[config.mk]
export PLATFORM = sky130hd
export DESIGN_NAME = pdac_channel_ctrl
export DESIGN_NICKNAME = d
export VERILOG_FILES = /design/src/rtl/pdac_pkg.sv /design/src/rtl/pdac_arbiter.sv /design/src/rtl/pdac_channel_ctrl.sv
export SDC_FILE = /design/constraint.sdc
export NUM_CORES = 1
export LEC_CHECK = 0
export BUFFER_PORTS_ARGS = -buffer_cell sky130_fd_sc_hd__buf_2
export CAP_MARGIN = 5
export CORE_ASPECT_RATIO = 1.4
export CORE_MARGIN = 2
export CORE_UTILIZATION = 40
export DETAILED_ROUTE_END_ITERATION = 6
export SLEW_MARGIN = 20
export SYNTH_ARGS = -nofsm -noshare
export SYNTH_HDL_FRONTEND = slang
export SYNTH_SLANG_ARGS = --single-unit
[constraint.sdc]
create_clock -name i_core_clk -period 2.9 [get_ports i_core_clk]
set_clock_uncertainty 0.05 [all_clocks]
set_input_delay 0.145 -clock i_core_clk [delete_from_list [all_inputs] [get_ports i_core_clk]]
set_output_delay 0.145 -clock i_core_clk [all_outputs]
set_load 0.02 [all_outputs]
[src/rtl/pdac_pkg.sv]
package pdac_pkg;
  // channel count and register index layout
  localparam int NUM_CHAN = 4;
  localparam int IDX_W = 3;
  localparam logic [2:0] IDX_ARB_MODE = 3'h0;
  localparam logic [2:0] IDX_ADDR_BASE = 3'h4;
  localparam logic [2:0] IDX_ADDR_LAST = 3'h7;
  localparam logic [1:0] CHAN_FIRST = 2'h0;
  localparam logic [1:0] CHAN_STEP = 2'h1;
  localparam int ARB_SEL_BIT = 0;
  localparam logic [31:0] ARB_MODE_RESET = 32'h0000_0000;
  localparam logic [31:0] ADDR_RESET = 32'h0000_0000;
  localparam logic [31:0] ADDR_ALIGN_MASK = 32'hFFFF_FFFC;
  localparam logic [31:0] ZERO_WORD = 32'h0000_0000;
  localparam logic [3:0] GRANT_NONE = 4'h0;

  typedef enum logic {
    PDAC_FIXED,
    PDAC_RROBIN
  } pdac_mode_t;

  typedef enum logic {
    PDAC_IDLE,
    PDAC_BUSY
  } pdac_arb_state_t;

  // one register access request from either bus side
  typedef struct packed {
    logic req;
    logic we;
    logic [IDX_W-1:0] idx;
    logic [31:0] wdata;
  } pdac_reg_req_t;

  // registered answer, one cycle after the request
  typedef struct packed {
    logic ack;
    logic err;
    logic [31:0] rdata;
  } pdac_reg_rsp_t;
endpackage

[src/rtl/pdac_arbiter.sv]
`timescale 1ns/100ps
module pdac_arbiter (
  input wire logic i_core_clk,
  input wire logic i_clear_n,
  input wire pdac_pkg::pdac_mode_t i_mode,
  input wire logic [3:0] i_chan_req,
  input wire logic i_chan_done,
  output logic o_take,
  output logic [1:0] o_pick,
  output logic [3:0] o_grant,
  output logic o_busy
);
  pdac_pkg::pdac_arb_state_t state_q, state_d;
  logic [1:0] last_q;
  logic [3:0] grant_q;
  logic [1:0] base;
  logic [1:0] cand;
  logic found;

  // search order starts at channel 0, or just after the last winner
  assign base = (i_mode == pdac_pkg::PDAC_RROBIN) ? last_q + pdac_pkg::CHAN_STEP
                                                  : pdac_pkg::CHAN_FIRST;
  always_comb begin
    found = 1'b0;
    o_pick = pdac_pkg::CHAN_FIRST;
    cand = pdac_pkg::CHAN_FIRST;
    for (int k = 0; k < pdac_pkg::NUM_CHAN; k++) begin
      cand = base + 2'(k);
      if (!found && i_chan_req[cand]) begin
        found = 1'b1;
        o_pick = cand;
      end
    end
  end

  // mode is only consulted here, so a burst in flight never sees a change
  assign o_take = (state_q == pdac_pkg::PDAC_IDLE) && found;
  assign o_busy = (state_q == pdac_pkg::PDAC_BUSY);
  assign o_grant = grant_q;

  always_comb begin
    state_d = state_q;
    unique case (state_q)
      pdac_pkg::PDAC_IDLE: if (found) state_d = pdac_pkg::PDAC_BUSY;
      pdac_pkg::PDAC_BUSY: if (i_chan_done) state_d = pdac_pkg::PDAC_IDLE;
    endcase
  end

  // winner pointer moves only on a grant
  always_ff @(posedge i_core_clk) begin
    if (!i_clear_n) begin
      state_q <= pdac_pkg::PDAC_IDLE;
      last_q <= pdac_pkg::CHAN_FIRST - pdac_pkg::CHAN_STEP;
      grant_q <= pdac_pkg::GRANT_NONE;
    end else begin
      state_q <= state_d;
      if (o_take) begin
        last_q <= o_pick;
        grant_q <= 4'(1) << o_pick;
      end else if (o_busy && i_chan_done) begin
        grant_q <= pdac_pkg::GRANT_NONE;
      end
    end
  end
endmodule

[src/rtl/pdac_channel_ctrl.sv]
`timescale 1ns/100ps
// Overview of operation
// - select bit: fixed priority or round robin
// - mode register clears on any reset
// - upper mode bits read zero, writes ignored
// - both bus sides read and write registers
// - four writable 32-bit channel start addresses
// - low two address bits dropped on use
// - address need not survive a started transfer
// - channel addresses clear on any reset
module pdac_channel_ctrl (
  input wire logic i_core_clk,
  input wire logic i_reset_n,
  input wire logic i_soft_reset,
  input wire pdac_pkg::pdac_reg_req_t i_pp_req,
  output pdac_pkg::pdac_reg_rsp_t o_pp_rsp,
  input wire pdac_pkg::pdac_reg_req_t i_pci_req,
  output pdac_pkg::pdac_reg_rsp_t o_pci_rsp,
  input wire logic [3:0] i_chan_req,
  input wire logic i_chan_done,
  output logic [3:0] o_chan_grant,
  output logic o_chan_start,
  output logic [31:0] o_chan_start_addr,
  output logic o_xfer_busy
);
  logic clear_n;
  logic arb_sel_q;
  logic [31:0] addr_q [pdac_pkg::NUM_CHAN];
  pdac_pkg::pdac_reg_rsp_t pp_rsp_q, pci_rsp_q;
  logic start_q;
  logic [31:0] start_addr_q;
  logic take;
  logic [1:0] pick;
  logic busy;
  pdac_pkg::pdac_mode_t mode;

  // power-on and software reset share one clear
  assign clear_n = i_reset_n && !i_soft_reset;

  // address decode, per side
  logic pp_mode_hit, pci_mode_hit, pp_addr_hit, pci_addr_hit;
  logic [1:0] pp_chan, pci_chan;
  logic pp_wr_mode, pci_wr_mode;
  assign pp_mode_hit = i_pp_req.idx == pdac_pkg::IDX_ARB_MODE;
  assign pci_mode_hit = i_pci_req.idx == pdac_pkg::IDX_ARB_MODE;
  assign pp_addr_hit = i_pp_req.idx >= pdac_pkg::IDX_ADDR_BASE;
  assign pci_addr_hit = i_pci_req.idx >= pdac_pkg::IDX_ADDR_BASE;
  assign pp_chan = i_pp_req.idx[1:0];
  assign pci_chan = i_pci_req.idx[1:0];
  assign pp_wr_mode = i_pp_req.req && i_pp_req.we && pp_mode_hit;
  assign pci_wr_mode = i_pci_req.req && i_pci_req.we && pci_mode_hit;

  // read data: reserved mode bits come back as zero
  logic [31:0] mode_word;
  logic [31:0] pp_rd, pci_rd;
  assign mode_word = {31'h0000_0000, arb_sel_q};
  assign pp_rd = pp_mode_hit ? mode_word
               : pp_addr_hit ? addr_q[pp_chan] : pdac_pkg::ZERO_WORD;
  assign pci_rd = pci_mode_hit ? mode_word
                : pci_addr_hit ? addr_q[pci_chan] : pdac_pkg::ZERO_WORD;

  assign mode = arb_sel_q ? pdac_pkg::PDAC_RROBIN : pdac_pkg::PDAC_FIXED;

  // mode bit: same-cycle writes from both sides, the internal side wins
  always_ff @(posedge i_core_clk) begin
    if (!clear_n) begin
      arb_sel_q <= pdac_pkg::ARB_MODE_RESET[pdac_pkg::ARB_SEL_BIT];
    end else if (pp_wr_mode) begin
      arb_sel_q <= i_pp_req.wdata[pdac_pkg::ARB_SEL_BIT];
    end else if (pci_wr_mode) begin
      arb_sel_q <= i_pci_req.wdata[pdac_pkg::ARB_SEL_BIT];
    end
  end

  // channel start addresses, all 32 bits stored as written
  for (genvar c = 0; c < pdac_pkg::NUM_CHAN; c++) begin : g_addr
    logic pp_wr, pci_wr;
    assign pp_wr = i_pp_req.req && i_pp_req.we && pp_addr_hit && pp_chan == 2'(c);
    assign pci_wr = i_pci_req.req && i_pci_req.we && pci_addr_hit && pci_chan == 2'(c);
    always_ff @(posedge i_core_clk) begin
      if (!clear_n) begin
        addr_q[c] <= pdac_pkg::ADDR_RESET;
      end else if (pp_wr) begin
        addr_q[c] <= i_pp_req.wdata;
      end else if (pci_wr) begin
        addr_q[c] <= i_pci_req.wdata;
      end
    end
  end

  // answers: one cycle after the request, unmapped index flags err and reads 0
  always_ff @(posedge i_core_clk) begin
    if (!clear_n) begin
      pp_rsp_q <= '0;
      pci_rsp_q <= '0;
    end else begin
      pp_rsp_q.ack <= i_pp_req.req;
      pp_rsp_q.err <= i_pp_req.req && !pp_mode_hit && !pp_addr_hit;
      pp_rsp_q.rdata <= (i_pp_req.req && !i_pp_req.we) ? pp_rd : pdac_pkg::ZERO_WORD;
      pci_rsp_q.ack <= i_pci_req.req;
      pci_rsp_q.err <= i_pci_req.req && !pci_mode_hit && !pci_addr_hit;
      pci_rsp_q.rdata <= (i_pci_req.req && !i_pci_req.we) ? pci_rd : pdac_pkg::ZERO_WORD;
    end
  end
  assign o_pp_rsp = pp_rsp_q;
  assign o_pci_rsp = pci_rsp_q;

  pdac_arbiter u_arb (
    .i_core_clk(i_core_clk),
    .i_clear_n(clear_n),
    .i_mode(mode),
    .i_chan_req(i_chan_req),
    .i_chan_done(i_chan_done),
    .o_take(take),
    .o_pick(pick),
    .o_grant(o_chan_grant),
    .o_busy(busy)
  );
  assign o_xfer_busy = busy;

  // this block copies the address into start_addr_q at start, so the register may be
  // rewritten for the next transfer while this one runs
  always_ff @(posedge i_core_clk) begin
    if (!clear_n) begin
      start_q <= 1'b0;
      start_addr_q <= pdac_pkg::ADDR_RESET;
    end else begin
      start_q <= take;
      if (take) begin
        start_addr_q <= addr_q[pick] & pdac_pkg::ADDR_ALIGN_MASK;
      end
    end
  end
  assign o_chan_start = start_q;
  assign o_chan_start_addr = start_addr_q;
endmodule

==> summary.txt <==
Run status
  – Status: completed

Layout
  – Area of the multi-input gates: 5380 um^2
  – Layout fillers: 2521
  – Final instance area: 15100 um^2
  – FF/Latch Area: 5990 um^2
  – Area grow syn2layout: 28.7%
  – Post-route insts no fill: 1559
  – Fin nets: 1242
  – Finished Core Util: 0.520
  – Share of cells above drive strength 1: 0.344

Place
  – Placed Cells: 1414
  – Post-DP HPWL: 25.6 mm
  – Worst slack, placed: 208 ps
  – Cell Area, Placed: 13200 um^2
  – Gpl congestion: 0.921
  – # port buffers: 185

Clocking
  – CTS root buf: clkbuf_16
  – CTS tree: done
  – Clk buf depth: 3
  – CTS sink count: 235
  – Num CTS Buffers: 23
  – H-tree depth: 1
  – Clk Latency, worst-skew pair: 520 ps
  – Reg clk slew, reported paths: 70 ps

Timing
  – Least-Margin Pin Slew: 1130 ps
  – Pins Over Slew Limit: 0
  – Fmax achieved: 0.356 GHz
  – WHS: 62.0 ps
  – Fin Setup TNS: 0 ps
  – Slew headroom: 0.246
  – Hold Fails Final Rpt: 0
  – Finish-stage setup viols: 0
  – Tmin final: 2810 ps
  – Tcrit/Tclk final: 0.967
  – RSZ-0062 raised after global routing: false
  – Final setup margin: 94.7 ps

Global routing
  – Largest net degree at the start of global routing: 39
  – Total gr overflow: 0
  – Initial antenna violation count: 1
  – Total Routing Usage GR: 0.253
  – First-pass GRT wire length: 58.4 mm
  – Number of global-route vias before repair: 9893

Floorplan
  – Die ar.: 30700 um^2
  – Cell Rows: 74
  – Die height: 206 um
  – Core area: 29000 um^2
  – Initial Utilization: 0.404
  – # IOs: 188
  – Chip width: 149 um

Route
  – # DRC: 0
  – Number of DRC markers in iteration 0: 698
  – WL per Instance: 25.5 um
  – Via Count: 9674
  – Drt pass-1 iters: 5
  – Via density: 6.21
  – Final WL: 39.7 mm
  – Post-route ant nets: 0

Synthesis
  – Synth area leaders: edfxtp_1 33%, dfxtp_1 18%, mux4_2 12%
  – Syn Area/Cell: 13.0 um^2
  – Yosys Warn Count: 0
  – Post-synth top flop: edfxtp_1
  – Share of the synthesized area in the top cell type: 0.329
  – Post-synth EDFFs: 128
  – Seq cells post-synth: 235
  – Mapped Cells: 897
  – Mapped Area: 11700 um^2
  – Sequential area share after synthesis: 0.512
  – Yosys top cell by area: edfxtp_1
  – Netlist cell types: 59
  – Ys async rst share: 0

Min path
  – Hold WC Path Type: in2reg

Setup path
  – Kind of critical path: in2reg
  – WP data required: 3240 ps
  – R2R setup slack: 270 ps
  – Critical path arrival: 3140 ps
  – Crit. End Element: register
  – Crit-path max FO: 32
  – Setup crit start kind: input pin

Run
  – Max_cap viols: 0

Power
  – P_leak: 6.15 nW
  – P per Cell Area: 539 nW/um^2
  – Maximum vdd drop: 329 uV
  – Total Power: 8.11 mW
[area by class of cell]
| cell class | count | area share |
|---|---|---|
| tap | 380 | 0.0316 |
| timing repair buffer | 339 | 0.158 |
| clock buffer | 31 | 0.0464 |
| sequential | 235 | 0.398 |
| multi-input combinational | 557 | 0.357 |
| clock inverter | 10 | 0.00698 |
| inverter | 4 | 0.000997 |
| antenna | 3 | 0.000499 |
[path summary, 6_finish.rpt]
path | endpoint | depth (start not counted) | start
worst max-delay path | addr_q[3][13] | 7 | i_pp_req[35]
worst min-delay path | o_pci_rsp[33] | 4 | i_soft_reset
worst max register to register | o_chan_start_addr[28] | 8 | u_arb.last_q[1]
worst min register to register | o_chan_start_addr[18] | 2 | o_chan_start_addr[18]
[registers in the layout, indices dropped and copies added, names as in the netlist]
register	cells
u_arb.last_q	2
arb_sel_q	1
o_pp_rsp	34
u_arb.o_grant	4
u_arb.o_busy	1
o_chan_start_addr	30
addr_q	128
o_pci_rsp	34
o_chan_start	1
[logic make-up after synthesis]
kind of cell           Yosys count  synth area share
buffers and inverters          106            0.0398
AOI/OAI and AO/OA              340             0.250
and+or+nand+nor                146            0.0705
DFF                            235             0.512
muxes                           69             0.128
other                            1          0.000321
[power breakdown]
| part | internal [mW] | switching, mW |
|---|---|---|
| Sequential | 3.66 | 0.136 |
| Clock | 1.86 | 1.31 |
| Combinational | 0.498 | 0.643 |
| Total | 6.03 | 2.09 |
[routing by layer]
layer,global-route usage,vias to the layer above,part of all wire
met3,0.0265,110,0.066
met1,0.288,4878,0.36
met2,0.474,443,0.53
met4,0.120,0,0.044
li1,-,4243,-
met5,0,-,0
[cells in the mapped netlist, types with 6 or more instances]
master and number:
a211oi_1 21, a211oi_2 10, a21boi_1 21, a21boi_2 10, a221oi_1 19, a221oi_2 10, a22o_1 128, a22oi_1 31
a311oi_1 29, and3_1 67, buf_1 9, buf_2 15, clkbuf_1 69, dfxtp_1 107, edfxtp_1 128, mux4_2 64
nand2_1 14, nand2b_1 6, nand3_1 7, nor2_1 21, nor2b_1 6, nor3_1 7, o21ai_0 34
[critical path: stages]
cell and delay [ps]:
dlygate4sd3_1 530, buf_2 140, and3_1 360, nand3_1 220, nor2_4 890, a22o_1 280
dlygate4sd3_1 550
[cells in the final DEF, fill, tap and decap left out, types with 3 or more instances in the layout]
| master | instances |
|---|---|
| buf_4 | 49 |
| nor2_4 | 4 |
| inv_1 | 3 |
| a21boi_1 | 21 |
| buf_2 | 185 |
| nor3_1 | 5 |
| a21oi_1 | 4 |
| nand3b_1 | 5 |
| a221oi_1 | 19 |
| a221oi_2 | 10 |
| nand3_1 | 5 |
| diode_2 | 3 |
| a211oi_1 | 21 |
| and3_1 | 67 |
| edfxtp_1 | 128 |
| mux4_2 | 64 |
| clkbuf_16 | 25 |
| dfxtp_1 | 105 |
| nand2_1 | 13 |
| nor2_1 | 16 |
| a21boi_2 | 10 |
| a311oi_1 | 29 |
| dlygate4sd3_1 | 101 |
| a22o_1 | 128 |
| a211oi_2 | 10 |
| and2_1 | 3 |
| o21ai_0 | 34 |
| nand2b_1 | 6 |
| nor2b_1 | 4 |
| clkinv_2 | 3 |
| clkbuf_8 | 5 |
| nand2_2 | 3 |
| a22oi_1 | 31 |
| clkinvlp_4 | 3 |
| mux2i_1 | 3 |
| buf_12 | 4 |
[repair_timing]
action	4_1_cts	5_1_grt
setup buffers	0	0
endpoints found under the setup margin	0	5
hold endpoints to repair	135	0
hold buffers	101	0
resized for setup	0	1
Note: power is estimated with default switching activity, not from simulation.
